**src/shared/fca_regs.vh**
```
// Command codes, operation codes and timing constants of the flash command-acceptance block
`ifndef FCA_REGS_VH
`define FCA_REGS_VH

// Command codes on cmd_code_i
`define FCA_CMD_W 4
`define FCA_CMD_NORMAL 4'h0
`define FCA_CMD_STATUS_READ 4'h1
`define FCA_CMD_LOCK_READ1 4'h2
`define FCA_CMD_CLOCK_NOTIFY 4'h3
`define FCA_CMD_PROGRAM 4'h4
`define FCA_CMD_BLOCK_ERASE 4'h5
`define FCA_CMD_SUSPEND 4'h6
`define FCA_CMD_RESUME 4'h7
`define FCA_CMD_STATUS_CLEAR 4'h8
`define FCA_CMD_LOCK_READ2 4'h9

// Operation kind reported to the busy timer
`define FCA_OP_W 2
`define FCA_OP_PROGRAM 2'h0
`define FCA_OP_ERASE 2'h1
`define FCA_OP_SUSPEND 2'h2
`define FCA_OP_LOCKREAD 2'h3

// Timer width and default durations in clock cycles
`define FCA_TMR_W 16
`define FCA_PROG_CYC 16'h0040
`define FCA_ERASE_CYC 16'h0100
`define FCA_SUSP_CYC 16'h0010
`define FCA_LKRD_CYC 16'h0004

`endif

```
**src/hdl/fca_accept.v**
```verilog
// Flash command-acceptance state machine with status flags
`include "fca_regs.vh"
module fca_accept (
  // Clock and reset
  input wire clk_i,
  input wire srst_i,
  // Command from software
  input wire cmd_valid_i,
  input wire [`FCA_CMD_W-1:0] cmd_code_i,
  input wire prog_in_erase_ok_i,
  // ECC control bits
  input wire error_detect_enable_i,
  input wire error_correct_enable_i,
  // Status
  output reg ready_flag_o,
  output reg suspend_ready_flag_o,
  output reg erase_suspended_flag_o,
  output reg program_suspended_flag_o,
  output reg command_lock_flag_o,
  output reg cmd_accepted_o,
  output reg flash_interface_error_irq_o
);
  localparam [8:0] ST_PE = 9'h001;
  localparam [8:0] ST_PIE = 9'h002;
  localparam [8:0] ST_SUS = 9'h004;
  localparam [8:0] ST_LK2 = 9'h008;
  localparam [8:0] ST_PSP = 9'h010;
  localparam [8:0] ST_ESP = 9'h020;
  localparam [8:0] ST_LK0 = 9'h040;
  localparam [8:0] ST_LK1 = 9'h080;
  localparam [8:0] ST_IDL = 9'h100;

  reg [8:0] state_q;
  reg [8:0] state_d;
  reg erase_op_q;
  reg erase_op_d;
  reg esus_q;
  reg esus_d;
  reg psus_q;
  reg psus_d;
  reg start;
  reg [`FCA_OP_W-1:0] op;
  reg abort;
  wire accept;
  wire done;
  wire cmd_take;

  assign cmd_take = cmd_valid_i;

  fca_cmd_decode u_dec (
    .state_i(state_q),
    .cmd_i(cmd_code_i),
    .prog_in_erase_ok_i(prog_in_erase_ok_i),
    .accept_o(accept)
  );

  fca_busy_timer u_tmr (
    .clk_i(clk_i),
    .srst_i(srst_i),
    .start_i(start),
    .op_i(op),
    .abort_i(abort),
    .done_o(done)
  );

  always @* begin
    state_d = state_q;
    erase_op_d = erase_op_q;
    esus_d = esus_q;
    psus_d = psus_q;
    start = 1'b0;
    op = `FCA_OP_PROGRAM;
    abort = 1'b0;
    if (cmd_take & ~accept & ~state_q[6] & ~state_q[7]) begin
      // Any rejected command locks, remembering the ready level
      abort = 1'b1;
      if (state_q == ST_PSP || state_q == ST_ESP || state_q == ST_IDL) begin
        state_d = ST_LK1;
      end else begin
        state_d = ST_LK0;
      end
    end else if (cmd_take & accept) begin
      case (cmd_code_i)
        `FCA_CMD_PROGRAM: begin
          start = 1'b1;
          op = `FCA_OP_PROGRAM;
          erase_op_d = 1'b0;
          state_d = (state_q == ST_ESP) ? ST_PIE : ST_PE;
        end
        `FCA_CMD_BLOCK_ERASE: begin
          start = 1'b1;
          op = `FCA_OP_ERASE;
          erase_op_d = 1'b1;
          state_d = ST_PE;
        end
        `FCA_CMD_SUSPEND: begin
          start = 1'b1;
          op = `FCA_OP_SUSPEND;
          state_d = ST_SUS;
        end
        `FCA_CMD_RESUME: begin
          start = 1'b1;
          op = esus_q ? `FCA_OP_ERASE : `FCA_OP_PROGRAM;
          erase_op_d = esus_q;
          esus_d = 1'b0;
          psus_d = 1'b0;
          state_d = ST_PE;
        end
        `FCA_CMD_LOCK_READ2: begin
          start = 1'b1;
          op = `FCA_OP_LOCKREAD;
          state_d = ST_LK2;
        end
        `FCA_CMD_STATUS_CLEAR: begin
          if (state_q == ST_LK1) begin
            state_d = esus_q ? ST_ESP : (psus_q ? ST_PSP : ST_IDL);
          end
        end
        default: state_d = state_q;
      endcase
    end else if (done) begin
      case (state_q)
        ST_PE: state_d = ST_IDL;
        ST_PIE: state_d = ST_ESP;
        ST_SUS: begin
          esus_d = erase_op_q;
          psus_d = ~erase_op_q;
          state_d = erase_op_q ? ST_ESP : ST_PSP;
        end
        ST_LK2: state_d = esus_q ? ST_ESP : (psus_q ? ST_PSP : ST_IDL);
        default: state_d = state_q;
      endcase
    end
  end

  always @(posedge clk_i) begin
    if (srst_i) begin
      state_q <= ST_IDL;
      erase_op_q <= 1'b0;
      esus_q <= 1'b0;
      psus_q <= 1'b0;
      ready_flag_o <= 1'b0;
      suspend_ready_flag_o <= 1'b0;
      erase_suspended_flag_o <= 1'b0;
      program_suspended_flag_o <= 1'b0;
      command_lock_flag_o <= 1'b0;
      cmd_accepted_o <= 1'b0;
      flash_interface_error_irq_o <= 1'b0;
    end else begin
      state_q <= state_d;
      erase_op_q <= erase_op_d;
      esus_q <= esus_d;
      psus_q <= psus_d;
      ready_flag_o <= state_d[4] | state_d[5] | state_d[7] | state_d[8];
      suspend_ready_flag_o <= state_d[0];
      erase_suspended_flag_o <= state_d[1] | state_d[5] | ((state_d[2] | state_d[3] | state_d[6] | state_d[7]) & esus_d);
      program_suspended_flag_o <= state_d[4] | ((state_d[2] | state_d[3] | state_d[6] | state_d[7]) & psus_d);
      command_lock_flag_o <= state_d[6] | state_d[7];
      cmd_accepted_o <= cmd_take & accept;
      flash_interface_error_irq_o <= (state_d[6] | state_d[7]) & ~(state_q[6] | state_q[7])
        & (error_detect_enable_i | error_correct_enable_i);
    end
  end
endmodule // fca_accept

```
**src/hdl/fca_busy_timer.v**
```verilog
// Busy timer that times one flash operation and pulses on completion
`include "fca_regs.vh"
module fca_busy_timer #(
  parameter [`FCA_TMR_W-1:0] PROG_CYC = `FCA_PROG_CYC,
  parameter [`FCA_TMR_W-1:0] ERASE_CYC = `FCA_ERASE_CYC,
  parameter [`FCA_TMR_W-1:0] SUSP_CYC = `FCA_SUSP_CYC,
  parameter [`FCA_TMR_W-1:0] LKRD_CYC = `FCA_LKRD_CYC
) (
  // Clock and reset
  input wire clk_i,
  input wire srst_i,
  // Control
  input wire start_i,
  input wire [`FCA_OP_W-1:0] op_i,
  input wire abort_i,
  // Status
  output reg done_o
);
  reg [`FCA_TMR_W-1:0] cnt_q;
  reg run_q;
  reg [`FCA_TMR_W-1:0] load;

  always @* begin
    case (op_i)
      `FCA_OP_PROGRAM: load = PROG_CYC;
      `FCA_OP_ERASE: load = ERASE_CYC;
      `FCA_OP_SUSPEND: load = SUSP_CYC;
      default: load = LKRD_CYC;
    endcase
  end

  always @(posedge clk_i) begin
    if (srst_i) begin
      cnt_q <= {`FCA_TMR_W{1'b0}};
      run_q <= 1'b0;
      done_o <= 1'b0;
    end else begin
      done_o <= 1'b0;
      if (start_i) begin
        cnt_q <= load;
        run_q <= 1'b1;
      end else if (abort_i) begin
        run_q <= 1'b0;
      end else if (run_q) begin
        if (cnt_q <= 16'h0001) begin
          run_q <= 1'b0;
          done_o <= 1'b1;
        end else begin
          cnt_q <= cnt_q - 16'h0001;
        end
      end
    end
  end
endmodule // fca_busy_timer

```
**src/hdl/fca_cmd_decode.v**
```verilog
// Acceptance matrix: one-hot state and command code to accept decision
`include "fca_regs.vh"
module fca_cmd_decode (
  // State, one-hot
  input wire [8:0] state_i,
  // Command
  input wire [`FCA_CMD_W-1:0] cmd_i,
  input wire prog_in_erase_ok_i,
  // Decision
  output reg accept_o
);
  // State bit positions match the main module
  wire st_pe = state_i[0];
  wire st_pie = state_i[1];
  wire st_sus = state_i[2];
  wire st_lk2 = state_i[3];
  wire st_psp = state_i[4];
  wire st_esp = state_i[5];
  wire st_lk0 = state_i[6];
  wire st_lk1 = state_i[7];
  wire st_idl = state_i[8];
  wire spd = st_psp | st_esp;

  always @* begin
    accept_o = 1'b0;
    case (cmd_i)
      `FCA_CMD_NORMAL, `FCA_CMD_STATUS_READ, `FCA_CMD_LOCK_READ1: accept_o = spd | st_idl;
      `FCA_CMD_CLOCK_NOTIFY, `FCA_CMD_BLOCK_ERASE: accept_o = st_idl;
      `FCA_CMD_PROGRAM: accept_o = st_idl | (st_esp & prog_in_erase_ok_i);
      `FCA_CMD_SUSPEND: accept_o = st_pe;
      `FCA_CMD_RESUME: accept_o = spd;
      `FCA_CMD_STATUS_CLEAR: accept_o = spd | st_lk1 | st_idl;
      `FCA_CMD_LOCK_READ2: accept_o = st_idl;
      default: accept_o = 1'b0;
    endcase
    if (st_pie | st_sus | st_lk2 | st_lk0) begin
      accept_o = 1'b0;
    end
  end
endmodule // fca_cmd_decode

```
**config.mk**
```make
export PLATFORM = sky130hd
export DESIGN_NAME = fca_accept
export DESIGN_NICKNAME = d
export VERILOG_FILES = /design/src/hdl/fca_accept.v /design/src/hdl/fca_busy_timer.v /design/src/hdl/fca_cmd_decode.v
export VERILOG_INCLUDE_DIRS = /design/src /design/src/shared
export SDC_FILE = /design/constraint.sdc
export NUM_CORES = 1
export LEC_CHECK = 0
export ABC_AREA = 1
export BUFFER_PORTS_ARGS = -buffer_cell sky130_fd_sc_hd__clkbuf_2
export CELL_PAD_IN_SITES_DETAIL_PLACEMENT = 0
export CELL_PAD_IN_SITES_GLOBAL_PLACEMENT = 2
export CORE_MARGIN = 10
export CORE_UTILIZATION = 32
export CTS_CLUSTER_SIZE = 14
export DETAILED_ROUTE_END_ITERATION = 12
export GPL_TIMING_DRIVEN = 1
export PLACE_DENSITY = 0.81
export SKIP_LAST_GASP = 1
export SLEW_MARGIN = 20
export SYNTH_ARGS = -nofsm -noshare
export SYNTH_HDL_FRONTEND = slang
export SYNTH_HIERARCHICAL = 1
export SYNTH_SLANG_ARGS = --single-unit
```
**constraint.sdc**
```tcl
create_clock -name clk_i -period 2.46 [get_ports clk_i]
set_input_delay 0.123 -clock clk_i [delete_from_list [all_inputs] [get_ports clk_i]]
set_output_delay 0.123 -clock clk_i [all_outputs]
set_load 0.01 [all_outputs]
```
==> results.sh <==
export IMPL_synthArstFlopShare_pct=0
export IMPL_synth_edf_count=0
export IMPL_die_area_um2=12000
export IMPL_worstSetupPathType="register to register"
export IMPL_maxSlewViolCount=0
export IMPL_post_synth_cell_area_avg_um2=5.88
export IMPL_route_detailed_drc=0
export IMPL_synth_top_cells_by_count="113 x nand2_1, 86 x nor2_1, 59 x inv_1"
export IMPL_clk_latency_ps=290
export IMPL_rsz0062_at_grt="no"
export IMPL_grt_overflow_total=0
export IMPL_cts_sinks=36
export IMPL_hpwl_um=6030
export IMPL_status="complete, no violations"
export IMPL_post_drt_wl_per_cell_um=13.3
export IMPL_crit_fanout=16
export IMPL_endpoint="u_tmr/cnt_q[10]$_SDFFE_PP0P_"
export IMPL_yosys_cell_count_top_type="nand2_1"
export IMPL_wl_um=7490
export IMPL_antenna_violating_nets_post_route=0
export IMPL_synthTopCellsByArea="dfxtp_1 28%, nand2_1 16%, nor2_1 13%"
export IMPL_rr_endpoint="u_tmr/cnt_q[10]$_SDFFE_PP0P_"
export IMPL_holdPathStages=3
export IMPL_layout_drive_gt1_share_pct=13.2
export IMPL_h_tree_depth=2
export IMPL_slew_headroom_pct=71.8
export IMPL_synth_top_area_share_pct=28.0
export IMPL_min_path_type="primary input to register"
export IMPL_portBuffers=16
export IMPL_post_route_cell_area_um2=2880
export IMPL_placedCellCount=557
export IMPL_chipWidth_um=110
export IMPL_yosys_register_bits=36
export IMPL_hold_buffers=0
export IMPL_setup_viol=0
export IMPL_worstMarginPinSlew_ps=418
export IMPL_synth_compound_area_share_pct=12.1
export IMPL_num_nets_final=474
export IMPL_postPlaceCellArea_um2=2800
export IMPL_synthMuxAreaShare_pct=0
export IMPL_drv_cap=0
export IMPL_syn_area_um2=2570
export IMPL_rows=32
export IMPL_grt_pass1_vias=2504
export IMPL_grt_max_degree=17
export IMPL_p_sw_mw=0.681
export IMPL_required_ps=2690
export IMPL_synthToLayoutAreaGrowth_pct=12.1
export IMPL_clkTransAtPathRegs_ps=80
export IMPL_combPwrFrac_pct=36.9
export IMPL_critPathLaunch="state_q[1]$_SDFF_PP0_"
export IMPL_max_clock_path_buffers=2
export IMPL_reg2reg_slack_ps=300
export IMPL_end_kind="register"
export IMPL_p_clk_share_pct=24.5
export IMPL_yosysSeqAreaShare_pct=28.0
export IMPL_antenna_found_initial=0
export IMPL_grt_usage_pct=13.1
export IMPL_floorplan_initialDensity_pct=33.1
export IMPL_tritoncts="yes"
export IMPL_synthCells=437
export IMPL_hold_viol=0
export IMPL_max_freq_mhz=463
export IMPL_ir_worst_vdd_mv=0.231
export IMPL_synth_xor_area_share_pct=1.02
export IMPL_ios=17
export IMPL_cts_inserted_buffers=5
export IMPL_fin_tns_setup_ps=0
export IMPL_chipHeight_um=110
export IMPL_fin_crit_ps=2160
export IMPL_core_area_um2=7770
export IMPL_start_kind="register"
export IMPL_yosys_area_top_type="dfxtp_1"
export IMPL_yosysWarnings=6
export IMPL_yosys_area_share_adder_pct=0.973
export IMPL_gp_congestion=0.864
export IMPL_hold_ws_ps=87.8
export IMPL_synth_fp_nets=449
export IMPL_dr_pass1_iters=6
export IMPL_nFillCells=907
export IMPL_grt_first_pass_wirelength_um=12700
export IMPL_critPathArrivalTime_ps=2390
export IMPL_worstHoldStart="error_detect_enable_i"
export IMPL_synth_top_family_by_area="simple AND/OR/NAND/NOR gates"
export IMPL_fin_crit_sh_pct=87.8
export IMPL_vias=2661
export IMPL_yosys_area_share_simple_pct=47.6
export IMPL_internal_power_mw=1.02
export IMPL_r2r_start="state_q[1]$_SDFF_PP0_"
export IMPL_rr_worst_depth=15
export IMPL_switching_share_pct=39.9
export IMPL_n_antenna_cell=0
export IMPL_synth_distinct_cells=30
export IMPL_root_buffer="clkbuf_8"
export IMPL_p_seq_share_pct=38.6
export IMPL_viasPerCell=4.72
export IMPL_drtIter0Drc=271
export IMPL_p_leak_nw=1.44
export IMPL_power_density_nw_per_um2=592
export IMPL_fin_cells=564
export IMPL_synth_flop_cell="dfxtp_1"
export IMPL_finClkSkew_ps=6.90
## how the worst min path moves through the flow
stage / slack, ps / endpoint
detailed placement: 400 / flash_interface_error_irq_o$_SDFF_PP0_
CTS: 90 / flash_interface_error_irq_o$_SDFF_PP0_
floorplan: 290 / flash_interface_error_irq_o$_SDFF_PP0_
global route: 130 / flash_interface_error_irq_o$_SDFF_PP0_
finish: 90 / flash_interface_error_irq_o$_SDFF_PP0_
global placement: 400 / flash_interface_error_irq_o$_SDFF_PP0_
## final cells by class
type                            instances  area [um2]  area share, %
Clock inverter                          1        5.00          0.174
Clock buffer                            6        72.6           2.52
Timing Repair Buffer                   24         140           4.86
Inverter                               61         229           7.95
Sequential cell                        36         722           25.1
Tap cell                              102         128           4.43
Multi-Input combinational cell        334        1590           55.0
## worst max-delay path: stages (launching register included)
cell	delay, ps
dfxtp_1	370
nor2_1	170
nand2_1	80
nor2_1	110
nand2_1	70
a21oi_2	120
nor2_1	60
nand2_1	100
inv_1	80
nor2_2	340
nand2_8	110
nand2_4	180
nand2_1	90
nand2_1	70
nand2_1	40
nor2_1	90
## cell families (layout without fill, tap and decap cells)
kind of cell / after synthesis / after routing
AO/OA/AOI/OAI: 53 / 53
XOR/XNOR: 3 / 3
adder cells (fa/ha/maj): 2 / 2
buffers and inverters: 67 / 92
flip-flops: 36 / 36
AND/OR/NAND/NOR: 276 / 276
## power by group through the flow
stage | Sequential (mW) | Combinational [mW] | Clock (mW)
after CTS | 0.658 | 0.627 | 0.427
after global placement | 0.671 | 0.631 | 0
after detailed placement | 0.671 | 0.625 | 0
after global routing | 0.663 | 0.714 | 0.452
final | 0.658 | 0.630 | 0.417
after floorplan | 0.673 | 0.451 | 0
## placed cells by master, fill, tap and decap left out
cell and instances:
buf_4 8, inv_2 3, inv_1 58, nand2_8 1, nand2_4 3, clkbuf_1 1
nand2_2 6, a21oi_4 1, a21oi_2 2, nor3_1 13, nand2_1 113, a21oi_1 20
clkinv_2 1, nor2_4 4, nand3_2 2, o21bai_1 1, dfxtp_1 35, nor2_2 8
xor2_1 3, o21ai_0 14, nand3_1 36, o21ai_1 3, o22ai_1 1, ha_1 2
nor2_1 86, o21a_1 1, nand4_1 4, o211ai_1 6, dfxtp_2 1, clkbuf_8 5
clkbuf_2 16, a31oi_1 4
## sequential cells by signal, summed over array words and instances, names as in the netlist
register                     count
cmd_accepted_o                   1
command_lock_flag_o              1
erase_op_q                       1
erase_suspended_flag_o           1
esus_q                           1
flash_interface_error_irq_o      1
program_suspended_flag_o         1
psus_q                           1
ready_flag_o                     1
state_q                          9
u_tmr/cnt_q                     16
u_tmr/done_o                     1
u_tmr/run_q                      1
## metrics by stage
step / total power, mW / utilization (%) / setup WS (ps)
CTS: 1.71 / 37.1 / 223
finish: 1.70 / 37.1 / 301
global placement: 1.30 / 36.1 / 249
detailed placement: 1.30 / 36.1 / 238
global route: 1.83 / 37.1 / 64.2
floorplan: 1.12 / - / 343
## layer usage
metal | routed length [um] | vias to the layer above | part of all wire [%] | global-route usage, %
met3 | 455 | 4 | 6.1 | 2.81
met4 | 38 | 0 | 0.51 | 2.32
met5 | 0 | - | 0 | 0
met1 | 4000 | 1171 | 53 | 20.0
li1 | - | 1426 | - | -
met2 | 3000 | 60 | 40 | 18.4
## timing repair
| item | CTS | global route |
|---|---|---|
| endpoints found under the setup margin | 0 | 10 |
| gates resized for setup | 0 | 2 |
| setup buffers | 0 | 0 |
| hold endpoints to repair | 0 | 0 |
No activity file was read; power rests on OpenSTA's default activity.
